<file path="src/rtl/sdmr_pkg.sv">
/*
 * constants, field positions and state codes for the mode register
 * configuration block of a low-voltage double-data-rate sdram.
 * assumes a single command clock and mode-register-set commands that
 * arrive as a bank select plus an address word on that clock.
 */
package sdmr_pkg;
    // ----------------------------------------------------------------
    // command targets
    // ----------------------------------------------------------------
    localparam logic [2:0] BANK_MODE_ZERO = 3'h0;  // mode_register_zero
    localparam logic [2:0] BANK_MODE_ONE = 3'h1;   // mode_register_one

    // ----------------------------------------------------------------
    // mode_register_zero field positions
    // ----------------------------------------------------------------
    localparam int MR0_RL_LO = 4;      // read latency low bit
    localparam int MR0_RL_HI = 6;      // read latency high bit
    localparam int MR0_RL_EXT = 2;     // read latency extension bit
    localparam int MR0_DLL_RST = 8;    // self-clearing loop reset

    // ----------------------------------------------------------------
    // mode_register_one field positions
    // ----------------------------------------------------------------
    localparam int MR1_DLL_OFF = 0;    // 1 disables the loop
    localparam int MR1_DRV_LO = 1;     // drive strength low bit
    localparam int MR1_RTT_LO = 2;     // nominal_termination bit 0
    localparam int MR1_AL_LO = 3;      // additive latency low bit
    localparam int MR1_AL_HI = 4;      // additive latency high bit
    localparam int MR1_DRV_HI = 5;     // drive strength high bit
    localparam int MR1_RTT_MID = 6;    // nominal_termination bit 1
    localparam int MR1_WR_LEVEL = 7;   // write leveling enable
    localparam int MR1_RTT_HI = 9;     // nominal_termination bit 2
    localparam int MR1_TSTROBE = 11;   // termination_strobe enable
    localparam int MR1_QOFF = 12;      // output disable

    // ----------------------------------------------------------------
    // latency values
    // ----------------------------------------------------------------
    localparam logic [4:0] RL_BASE = 5'h04;   // code offset to clocks
    localparam logic [4:0] RL_MIN = 5'h05;    // least read_latency
    localparam logic [4:0] RL_MAX = 5'h0e;    // largest read_latency
    localparam logic [3:0] RL_RESET = 4'h5;   // read_latency after reset
    localparam int PIPE_DEPTH = 32;           // covers additive + read

    // additive latency codes
    typedef enum logic [1:0] {
        AL_ZERO = 2'b00,
        AL_RL_MINUS1 = 2'b01,
        AL_RL_MINUS2 = 2'b10
    } sdmr_al_t;

    // ----------------------------------------------------------------
    // nominal_termination codes: divisor of calibration_resistor
    // ----------------------------------------------------------------
    localparam logic [2:0] RTT_OFF = 3'h0;
    localparam logic [2:0] RTT_DIV4 = 3'h1;
    localparam logic [2:0] RTT_DIV2 = 3'h2;
    localparam logic [2:0] RTT_DIV6 = 3'h3;
    localparam logic [2:0] RTT_DIV12 = 3'h4;
    localparam logic [2:0] RTT_DIV8 = 3'h5;

    // ----------------------------------------------------------------
    // timing counts in clock cycles
    // ----------------------------------------------------------------
    localparam int DLL_LOCK_CYCLES = 512;     // loop relock time
    localparam logic [2:0] BURST_CLOCKS = 3'h4;  // eight beats, two a clock

    // loop state
    typedef enum logic [1:0] {
        DLL_OFF = 2'b00,
        DLL_LOCKING = 2'b01,
        DLL_RUN = 2'b10,
        DLL_SELF_REF = 2'b11
    } sdmr_dll_t;
endpackage : sdmr_pkg

</file>
<file path="src/rtl/sdmr_config.sv">
/*
 * mode register zero/one configuration logic of a ddr sdram device:
 * read latency, additive latency, loop control, drive strength, output
 * disable, termination strobe, nominal termination and write leveling.
 * assumes all command inputs and the termination pin are synchronous
 * to clk (the device command clock) and the controller keeps its own
 * sequencing duties.
 */
// Overview of operation
// - read latency taken from mode_register_zero field
// - read latency only whole clocks 5..14
// - first data at edge n plus latency
// - mode_register_one holds until rewrite or reset
// - write leveling with outputs on limits usable termination values
// - bit zero of mode_register_one controls loop
// - self refresh stops loop, exit relocks it unless bit zero disabled it meanwhile
// - two bits select output drive strength
// - output disable tristates data and strobes
// - termination strobe replaces data mask on x8
// - three bits choose nominal termination divisor
// - termination pin switches enabled termination
// - bit seven enters write leveling
// - additive latency zero, latency-1 or latency-2
// - loop reset self-clears, 512 clocks to lock
`timescale 1ns/1ps
`default_nettype none

module sdmr_config #(
    parameter bit IS_X8 = 1'b1  // device organised as x8
) (
    // clock and reset
    input wire logic clk,
    input wire logic nrst,
    // mode register set command
    input wire logic mrsValid,
    input wire logic [2:0] mrsBank,
    input wire logic [15:0] mrsAddr,
    // operations
    input wire logic readCmd,
    input wire logic selfRefEnter,
    input wire logic selfRefExit,
    input wire logic odtPin,
    // configuration view
    output logic [3:0] readLatency,
    output logic [4:0] totalLatency,
    output logic [1:0] driveStrength,
    output logic [2:0] nominalTermination,
    output logic writeLeveling,
    output logic dllRunning,
    output logic dllLocking,
    // data path control
    output logic firstData,
    output logic dataOutEn,
    output logic terminationOn,
    output logic terminationStrobeOn,
    output logic writeDataMaskOn
);
    // ----------------------------------------------------------------
    // state
    // ----------------------------------------------------------------
    typedef struct packed {
        logic [3:0] rl;                           // read_latency clocks
        logic [1:0] al;                           // additive code
        logic [4:0] total;                        // additive plus read
        logic dllOff;                             // loop disable bit
        logic [1:0] drive;                        // drive strength code
        logic [2:0] rtt;                          // termination code
        logic wrLevel;                            // write leveling
        logic tstrobe;                            // termination strobe bit
        logic qOff;                               // output disable bit
        logic selfRef;                            // in self refresh
        sdmr_pkg::sdmr_dll_t dll;                 // loop state
        logic [9:0] dllCnt;                       // relock counter
        logic [sdmr_pkg::PIPE_DEPTH-1:0] pipe;    // read command delay line
        logic first;                              // first data clock
        logic [2:0] burst;                        // clocks left in burst
        logic dqOe;                               // data drivers on
        logic rttOn;                              // termination applied
        logic dllRun;                             // loop locked, output copy
        logic dllLock;                            // loop relocking, output copy
        logic tsOn;                               // termination strobe active
        logic dmOn;                               // write_data_mask active
    } sdmr_state_t;

    sdmr_state_t st_r;   // registered state
    sdmr_state_t st_nxt; // next state

    // ----------------------------------------------------------------
    // next-state logic
    // ----------------------------------------------------------------
    always_comb
    begin
        logic [4:0] rlCand;    // decoded latency candidate
        logic dllResetReq;     // self-clearing loop reset seen
        logic readBusy;        // read in flight or on the pins
        logic rttAllowed;      // code usable in this mode
        rlCand = 5'h00;
        dllResetReq = 1'b0;
        readBusy = 1'b0;
        rttAllowed = 1'b0;
        st_nxt = st_r;

        // mode_register_zero: latency and loop reset
        if (mrsValid && mrsBank == sdmr_pkg::BANK_MODE_ZERO)
        begin
            rlCand = sdmr_pkg::RL_BASE + {1'b0, mrsAddr[sdmr_pkg::MR0_RL_EXT],
                mrsAddr[sdmr_pkg::MR0_RL_HI:sdmr_pkg::MR0_RL_LO]};
            // reserved codes leave the latency as it was
            if (rlCand >= sdmr_pkg::RL_MIN && rlCand <= sdmr_pkg::RL_MAX)
            begin
                st_nxt.rl = rlCand[3:0];
            end
            // reset bit is a one-shot, never stored
            dllResetReq = mrsAddr[sdmr_pkg::MR0_DLL_RST];
        end

        // mode_register_one: all fields loaded together
        if (mrsValid && mrsBank == sdmr_pkg::BANK_MODE_ONE)
        begin
            st_nxt.dllOff = mrsAddr[sdmr_pkg::MR1_DLL_OFF];
            st_nxt.drive = {mrsAddr[sdmr_pkg::MR1_DRV_HI],
                mrsAddr[sdmr_pkg::MR1_DRV_LO]};
            st_nxt.rtt = {mrsAddr[sdmr_pkg::MR1_RTT_HI], mrsAddr[sdmr_pkg::MR1_RTT_MID],
                mrsAddr[sdmr_pkg::MR1_RTT_LO]};
            st_nxt.wrLevel = mrsAddr[sdmr_pkg::MR1_WR_LEVEL];
            st_nxt.tstrobe = mrsAddr[sdmr_pkg::MR1_TSTROBE];
            st_nxt.qOff = mrsAddr[sdmr_pkg::MR1_QOFF];
            // reserved additive code falls back to zero
            if (mrsAddr[sdmr_pkg::MR1_AL_HI:sdmr_pkg::MR1_AL_LO] == 2'b11)
            begin
                st_nxt.al = sdmr_pkg::AL_ZERO;
            end
            else
            begin
                st_nxt.al = mrsAddr[sdmr_pkg::MR1_AL_HI:sdmr_pkg::MR1_AL_LO];
            end
        end

        // additive plus read latency
        case (st_nxt.al)
            sdmr_pkg::AL_RL_MINUS1: st_nxt.total = {st_nxt.rl, 1'b0} - 5'h01;
            sdmr_pkg::AL_RL_MINUS2: st_nxt.total = {st_nxt.rl, 1'b0} - 5'h02;
            default: st_nxt.total = {1'b0, st_nxt.rl};
        endcase

        // self refresh flag
        if (selfRefEnter)
        begin
            st_nxt.selfRef = 1'b1;
        end
        else if (selfRefExit)
        begin
            st_nxt.selfRef = 1'b0;
        end

        // loop state machine
        st_nxt.dllCnt = 10'h000;
        case (st_r.dll)
            sdmr_pkg::DLL_OFF:
            begin
                // needs enable plus an explicit reset to start
                if (!st_nxt.dllOff && dllResetReq)
                begin
                    st_nxt.dll = sdmr_pkg::DLL_LOCKING;
                end
            end
            sdmr_pkg::DLL_LOCKING:
            begin
                st_nxt.dllCnt = st_r.dllCnt + 10'h001;
                if (st_nxt.dllOff)
                begin
                    st_nxt.dll = sdmr_pkg::DLL_OFF;
                end
                else if (selfRefEnter)
                begin
                    st_nxt.dll = sdmr_pkg::DLL_SELF_REF;
                end
                else if (dllResetReq)
                begin
                    st_nxt.dllCnt = 10'h000;
                end
                else if (st_r.dllCnt == 10'(sdmr_pkg::DLL_LOCK_CYCLES - 1))
                begin
                    st_nxt.dll = sdmr_pkg::DLL_RUN;
                end
            end
            sdmr_pkg::DLL_RUN:
            begin
                if (st_nxt.dllOff)
                begin
                    st_nxt.dll = sdmr_pkg::DLL_OFF;
                end
                else if (selfRefEnter)
                begin
                    st_nxt.dll = sdmr_pkg::DLL_SELF_REF;
                end
                else if (dllResetReq)
                begin
                    st_nxt.dll = sdmr_pkg::DLL_LOCKING;
                end
            end
            sdmr_pkg::DLL_SELF_REF:
            begin
                // only an enabled loop comes here; exit relocks it, or turns it off if the disable bit was set meanwhile
                if (selfRefExit)
                begin
                    st_nxt.dll = st_nxt.dllOff ? sdmr_pkg::DLL_OFF : sdmr_pkg::DLL_LOCKING;
                end
            end
            default:
            begin
                st_nxt.dll = sdmr_pkg::DLL_OFF;
            end
        endcase

        // read command delay line and first data
        st_nxt.pipe = {st_r.pipe[sdmr_pkg::PIPE_DEPTH-2:0], readCmd};
        st_nxt.first = st_r.pipe[5'(st_r.total - 5'h01)];

        // burst length on the pins
        if (st_nxt.first)
        begin
            st_nxt.burst = sdmr_pkg::BURST_CLOCKS;
        end
        else if (st_r.burst != 3'h0)
        begin
            st_nxt.burst = st_r.burst - 3'h1;
        end
        st_nxt.dqOe = (st_nxt.burst != 3'h0) && !st_nxt.qOff;

        // termination: which codes are usable right now
        readBusy = (st_r.pipe != '0) || (st_nxt.burst != 3'h0);
        if (st_nxt.wrLevel && !st_nxt.qOff)
        begin
            // write leveling with outputs on: write values only
            rttAllowed = (st_nxt.rtt == sdmr_pkg::RTT_DIV4) ||
                (st_nxt.rtt == sdmr_pkg::RTT_DIV2) ||
                (st_nxt.rtt == sdmr_pkg::RTT_DIV6);
        end
        else
        begin
            rttAllowed = (st_nxt.rtt != sdmr_pkg::RTT_OFF);
        end
        st_nxt.rttOn = rttAllowed && odtPin && !readBusy && !st_nxt.selfRef;
        // registered copies of decoded outputs
        st_nxt.dllRun = (st_nxt.dll == sdmr_pkg::DLL_RUN);
        st_nxt.dllLock = (st_nxt.dll == sdmr_pkg::DLL_LOCKING);
        st_nxt.tsOn = st_nxt.tstrobe && IS_X8;
        st_nxt.dmOn = !(st_nxt.tstrobe && IS_X8);
    end

    // ----------------------------------------------------------------
    // state register
    // ----------------------------------------------------------------
    always_ff @(posedge clk or negedge nrst)
    begin
        if (!nrst)
        begin
            st_r <= '0;
            st_r.rl <= sdmr_pkg::RL_RESET;
            st_r.total <= {1'b0, sdmr_pkg::RL_RESET};
            st_r.dll <= sdmr_pkg::DLL_OFF;
            st_r.dmOn <= 1'b1;
        end
        else
        begin
            st_r <= st_nxt;
        end
    end

    // ----------------------------------------------------------------
    // outputs, all from flip-flops
    // ----------------------------------------------------------------
    assign readLatency = st_r.rl;
    assign totalLatency = st_r.total;
    assign driveStrength = st_r.drive;
    assign nominalTermination = st_r.rtt;
    assign writeLeveling = st_r.wrLevel;
    assign dllRunning = st_r.dllRun;
    assign dllLocking = st_r.dllLock;
    assign firstData = st_r.first;
    assign dataOutEn = st_r.dqOe;
    assign terminationOn = st_r.rttOn;
    assign terminationStrobeOn = st_r.tsOn;
    assign writeDataMaskOn = st_r.dmOn;
endmodule : sdmr_config

`default_nettype wire

</file>
<file path="config.mk">
export PLATFORM = sky130hd
export DESIGN_NAME = sdmr_config
export DESIGN_NICKNAME = d
export VERILOG_FILES = /design/src/rtl/sdmr_pkg.sv /design/src/rtl/sdmr_config.sv
export SDC_FILE = /design/constraint.sdc
export NUM_CORES = 1
export LEC_CHECK = 0
export BUFFER_PORTS_ARGS = -buffer_cell sky130_fd_sc_hd__clkbuf_2
export CORE_UTILIZATION = 61
export CTS_CLUSTER_SIZE = 8
export DETAILED_ROUTE_END_ITERATION = 16
export HOLD_SLACK_MARGIN = 0.12
export PLACE_DENSITY_LB_ADDON = 0.2
export SLEW_MARGIN = 10
export SYNTH_ARGS = -nofsm -noshare
export SYNTH_HDL_FRONTEND = slang
export SYNTH_SLANG_ARGS = --single-unit
</file>
<file path="constraint.sdc">
create_clock -name clk -period 8.1 [get_ports clk]
set_input_delay 1.62 -clock clk [delete_from_list [all_inputs] [get_ports clk]]
set_output_delay 1.62 -clock clk [all_outputs]
set_load 0.03 [all_outputs]
</file>
; Word level (Yosys, flattened, before mapping)
; Index checks and enable logic that the tools add are counted.
; Widths: inputs -> output; s select.
[totals]
wordCells = 94
register_bits = 74
[op_classes]
add_sub_neg = 6
magnitude_cmp = 3
reduce_logical = 23
muxes = 29
n_eq_ne = 13
[op_table]
columns = operator, count
row1 = $mux 10, 4
row2 = $reduce_bool 32->1, 1
row3 = $mux 2, 11
row4 = $add 10x1->10 const B, 1
row5 = $eq 10x9->1 const B, 1
row6 = $eq 2x2->1 const B, 5
row7 = $pmux 5 s2, 1
row8 = $sub 5x1->5 const B, 2
row9 = $logic_and 1x1->1, 9
row10 = $mux 9, 1
row11 = $reduce_bool 3->1, 3
row12 = $mux 4, 2
row13 = $pmux 2 s4, 1
row14 = $eq 2x1->1 const B, 3
row15 = $eq 3x1->1 const B, 2
row16 = $eq 3x2->1 const B, 2
row17 = $lt 5x6->1 const B, 1
row18 = $mux 1, 6
row19 = $mux 3, 2
row20 = $add 3x4->5 const A, 1
row21 = $bmux 1 s5, 1
row22 = $ge 5x3->1 const B, 1
row23 = $le 5x4->1 const B, 1
row24 = $logic_not 1->1, 5
row25 = other kinds (5), 7

; Logic depth before layout (Yosys ltp)
[logic_depth]
depth_word = 10
mapped_depth = 11
ltp_nobuf = 10

; Worst setup path before layout
; Ideal clock, no wire load.
[synth_path]
path_type = input -> register
from = in mrsAddr[6]
to = reg st_r (netlist bit totalLatency[2])
setup_time_ns = 0.091
arrival_ns = 3.494
path_stages = 9
path_slack_ns = 4.516
cell_sequence = inv_1 > ha_1 > nand2b_1 > o21ai_1 > a2111oi_4 > mux2_2 > inv_1 > ha_1 > o31ai_1
[synth_rtl]
columns = item, line
row1 = "start, declared", sdmr_config.sv:37  ; input wire logic [15:0] mrsAddr,
row2 = "end signal, assigned", sdmr_config.sv:267  ; st_r <= st_nxt;
row3 = "end, declared", sdmr_config.sv:85  ; sdmr_state_t st_r;

==> qor.yml <==
run_status:
  outcome: "finished clean"
layout:
  multi_input_area_um2: 1310
  ff_latch_area_um2: 1860
  antenna_cells: 0
  fin_nets: 358
  syn_to_final_growth_pct: 11.5
  fillers: 388
  drive_gt1_frac: 0.245
grt:
  grt_max_degree: 75
  grt_pass1_vias: 2260
  grt_usage: 0.229
  grt.overflow.total: 0
  antenna_found_initial: 0
  grt_first_pass_wirelength_mm: 10.3
timing:
  worst_pin_slew_ns: 0.898
  hold_violations: 0
  fmax_mhz: 274
  final.setup.tns_ns: 0
  drv_slew: 0
  period_share: 0.451
  rsz0062_at_grt: "false"
  slew_headroom: 0.401
  setup_viol: 0
  period_needed_ns: 3.65
  clock-skew-final_ns: 0.00600
  setup_slack_ns: 4.45
cts:
  cts-root-buf: "clkbuf_8"
  hold_buffers: 0
  post_cts_buffers: 0
  clock_path_buffers: 2
  cts_resized: 0
  cts_tree: "done"
  clkTransAtPathRegs_ns: 0.07
  cts_sinks: 74
  insertion_delay_ns: 0.34
  cts_inserted_buffers: 9
  htreeDepth: 3
critical_path:
  rr_startpoint: "totalLatency[0]"
  cp-end-kind: "register"
  start_kind: "primary input"
  timing.critical_path.slowest_stage_cell: "a2111oi_4"
  worstPathRequired_ns: 8.34
  crit_path_start: "mrsAddr[6]"
  worstPathCellList: "clkbuf_2, inv_1, ha_1, nand2b_1, o21ai_1, a2111oi_4, mux2_2, inv_1, ha_1, o31ai_1"
  worst_r2r_endpoint: "terminationOn"
  crit_type: "primary input to register"
  cp.depth: 10
  worstPathMaxFanout: 5
  cp.arrival_ns: 3.89
  crit_family: "compound AO/OA/AOI/OAI gates"
  r2r_cells: 8
  crit_buf_inv: 3
  slowest_delay_ns: 0.57
  r2r_slack_ns: 5.19
routing:
  post_drt_wl_per_cell_um: 15.0
  viasPerCell: 5.54
  drtIter0Drc: 189
  first_pass_iters: 4
  drcViolationCount: 0
  drt_wl_total_mm: 5.92
  vias: 2195
  ant_nets: 0
synth:
  synth_seq_cells: 74
  synth_edf_count: 0
  yosys_warnings: 0
  yosys.area_share.adder: 0.0410
  synth_seq_area_share: 0.553
  netlist-cell-type-count: 45
  synth_compound_area_frac: 0.0704
  synth_xor_area_frac: 0.0413
  syn_nets: 321
  avgSynthCellArea_um2: 11.8
  async_flop_share: 1.00
  synth_top_family_by_area: "simple AND/OR/NAND/NOR gates"
  ys_dominant_reg_cell: "dfrtp_1"
  synthSimpleGateAreaFrac: 0.161
  muxShareOfSynthArea: 0.0752
  postSynthCellCount: 284
  synth_area_um2: 3360
floorplan:
  num_rows: 26
  dieArea_um2: 5810
  dieWidth_um: 76.2
  fp.dieH_um: 76.2
  start_util: 0.646
  pin_count: 48
  core_area_um2: 5200
place:
  hpwl_mm: 4.24
  preCtsSetupSlack_ns: 4.11
  numPortBuffers: 43
  place_congestion: 0.779
pwr:
  vdd_drop_max_mv: 0.252
  p_per_area_nw_per_um2: 323
  cellLeakagePower_nw: 1.74
hold_path:
  hold_end: "st_nxt[29]"
  hold_depth: 0
  worstHoldPathType: "register to register"
  hold_start: "st_nxt[28]"
job:
  cap_violations: 0
## cells in the mapped netlist (2+ instances only)
cell type,number,area [um2]
a21o_1,4,30.0
mux4_1,4,105
and2_1,3,18.8
nor2b_1,5,31.3
nand3_1,6,30.0
nor4_1,11,68.8
buf_2,4,20.0
nand4_1,5,31.3
a22o_1,2,17.5
xor2_1,10,87.6
dfstp_2,5,131
inv_1,17,63.8
mux2_4,2,30.0
nand3b_1,4,30.0
o21ai_0,6,30.0
xnor2_1,4,35.0
mux2_2,2,22.5
mux2i_1,5,50.1
ha_1,11,138
nor3b_1,3,22.5
nand2b_1,2,12.5
dfrtp_1,69,1730
mux4_2,2,45.0
or3_1,2,12.5
a2111oi_0,3,26.3
nor2_1,21,78.8
nor3_1,6,30.0
o31ai_1,2,15.0
nand2_1,28,105
a21oi_1,7,35.0
buf_4,14,105
a31oi_1,2,12.5
## per-layer routing
metal	global-route usage	wire, um
met1	0.300	2680
met2	0.369	2970
met3	0.0491	175
met4	0.102	98
met5	0	0
## logic make-up after synthesis
| group | Yosys count |
|---|---|
| flops | 74 |
| buf+inv | 37 |
| simple gates | 102 |
| fa+ha+maj | 11 |
| xor+xnor | 15 |
| mux | 15 |
| compound gates | 30 |
## cell type report
class                   instances  area share
repair buffers                 45      0.0614
flip-flops and latches         74       0.496
well taps                      70      0.0234
multi-input cells             173       0.350
clock inverters                 7      0.0184
inverters                      18      0.0180
clock buffers                   9      0.0330
## state kept, by name (all words and copies together) (netlist names)
register and cells:
dataOutEn 1, dllLocking 1, dllRunning 1, driveStrength 2
firstData 1, nominalTermination 3, readLatency 4, st_nxt 31
st_r 21, terminationOn 1, terminationStrobeOn 1, totalLatency 5
writeDataMaskOn 1, writeLeveling 1
## placed cells by master (no fill, tap or decap), drive strengths merged, types with 7 or more instances in the layout
master,count
dfrtp,69
xor2,11
clkbuf,51
o21ai,7
a21oi,7
inv,19
nand3,7
ha,11
nand2,28
nor4,11
nor2,21
## worst max-delay path by stage
| stage | endpoint | slack, ns |
|---|---|---|
| 2_1_floorplan | totalLatency[2] | 4.52 |
| 3_3_place_gp | totalLatency[2] | 4.19 |
| 3_5_place_dp | totalLatency[2] | 4.11 |
| 4_1_cts | totalLatency[2] | 4.45 |
| 5_1_grt | totalLatency[2] | 4.28 |
| 6_report | totalLatency[2] | 4.45 |
## where the power goes
| part | total, mW | switching (mW) | internal, mW |
|---|---|---|---|
| clock | 0.277 | 0.135 | 0.142 |
| combinational | 0.449 | 0.267 | 0.182 |
| sequential | 0.485 | 0.0504 | 0.435 |
| total | 1.21 | 0.452 | 0.758 |
## stage by stage
step	instances	cell area [um2]	hold WS [ns]	power [mW]	util
6_report	396	3750	0.397	1.21	0.720
5_1_grt	396	3750	0.411	1.28	0.720
4_1_cts	396	3750	0.398	1.22	0.720
3_5_place_dp	380	3560	0.375	0.938	0.683
3_3_place_gp	380	3560	0.378	0.927	0.683
2_1_floorplan	284	3360	0.362	0.858	-
## worst reg2reg max path, stage by stage, from the launching register on
cell and delay, ns:
dfstp_2 0.67, inv_1 0.14, ha_1 0.28, xor2_2 0.43, mux4_1 0.63, nand2_1 0.09
nand3_1 0.12, a31oi_4 0.24, nor4bb_4 0.23
No activity file was read; power rests on OpenSTA's default activity.
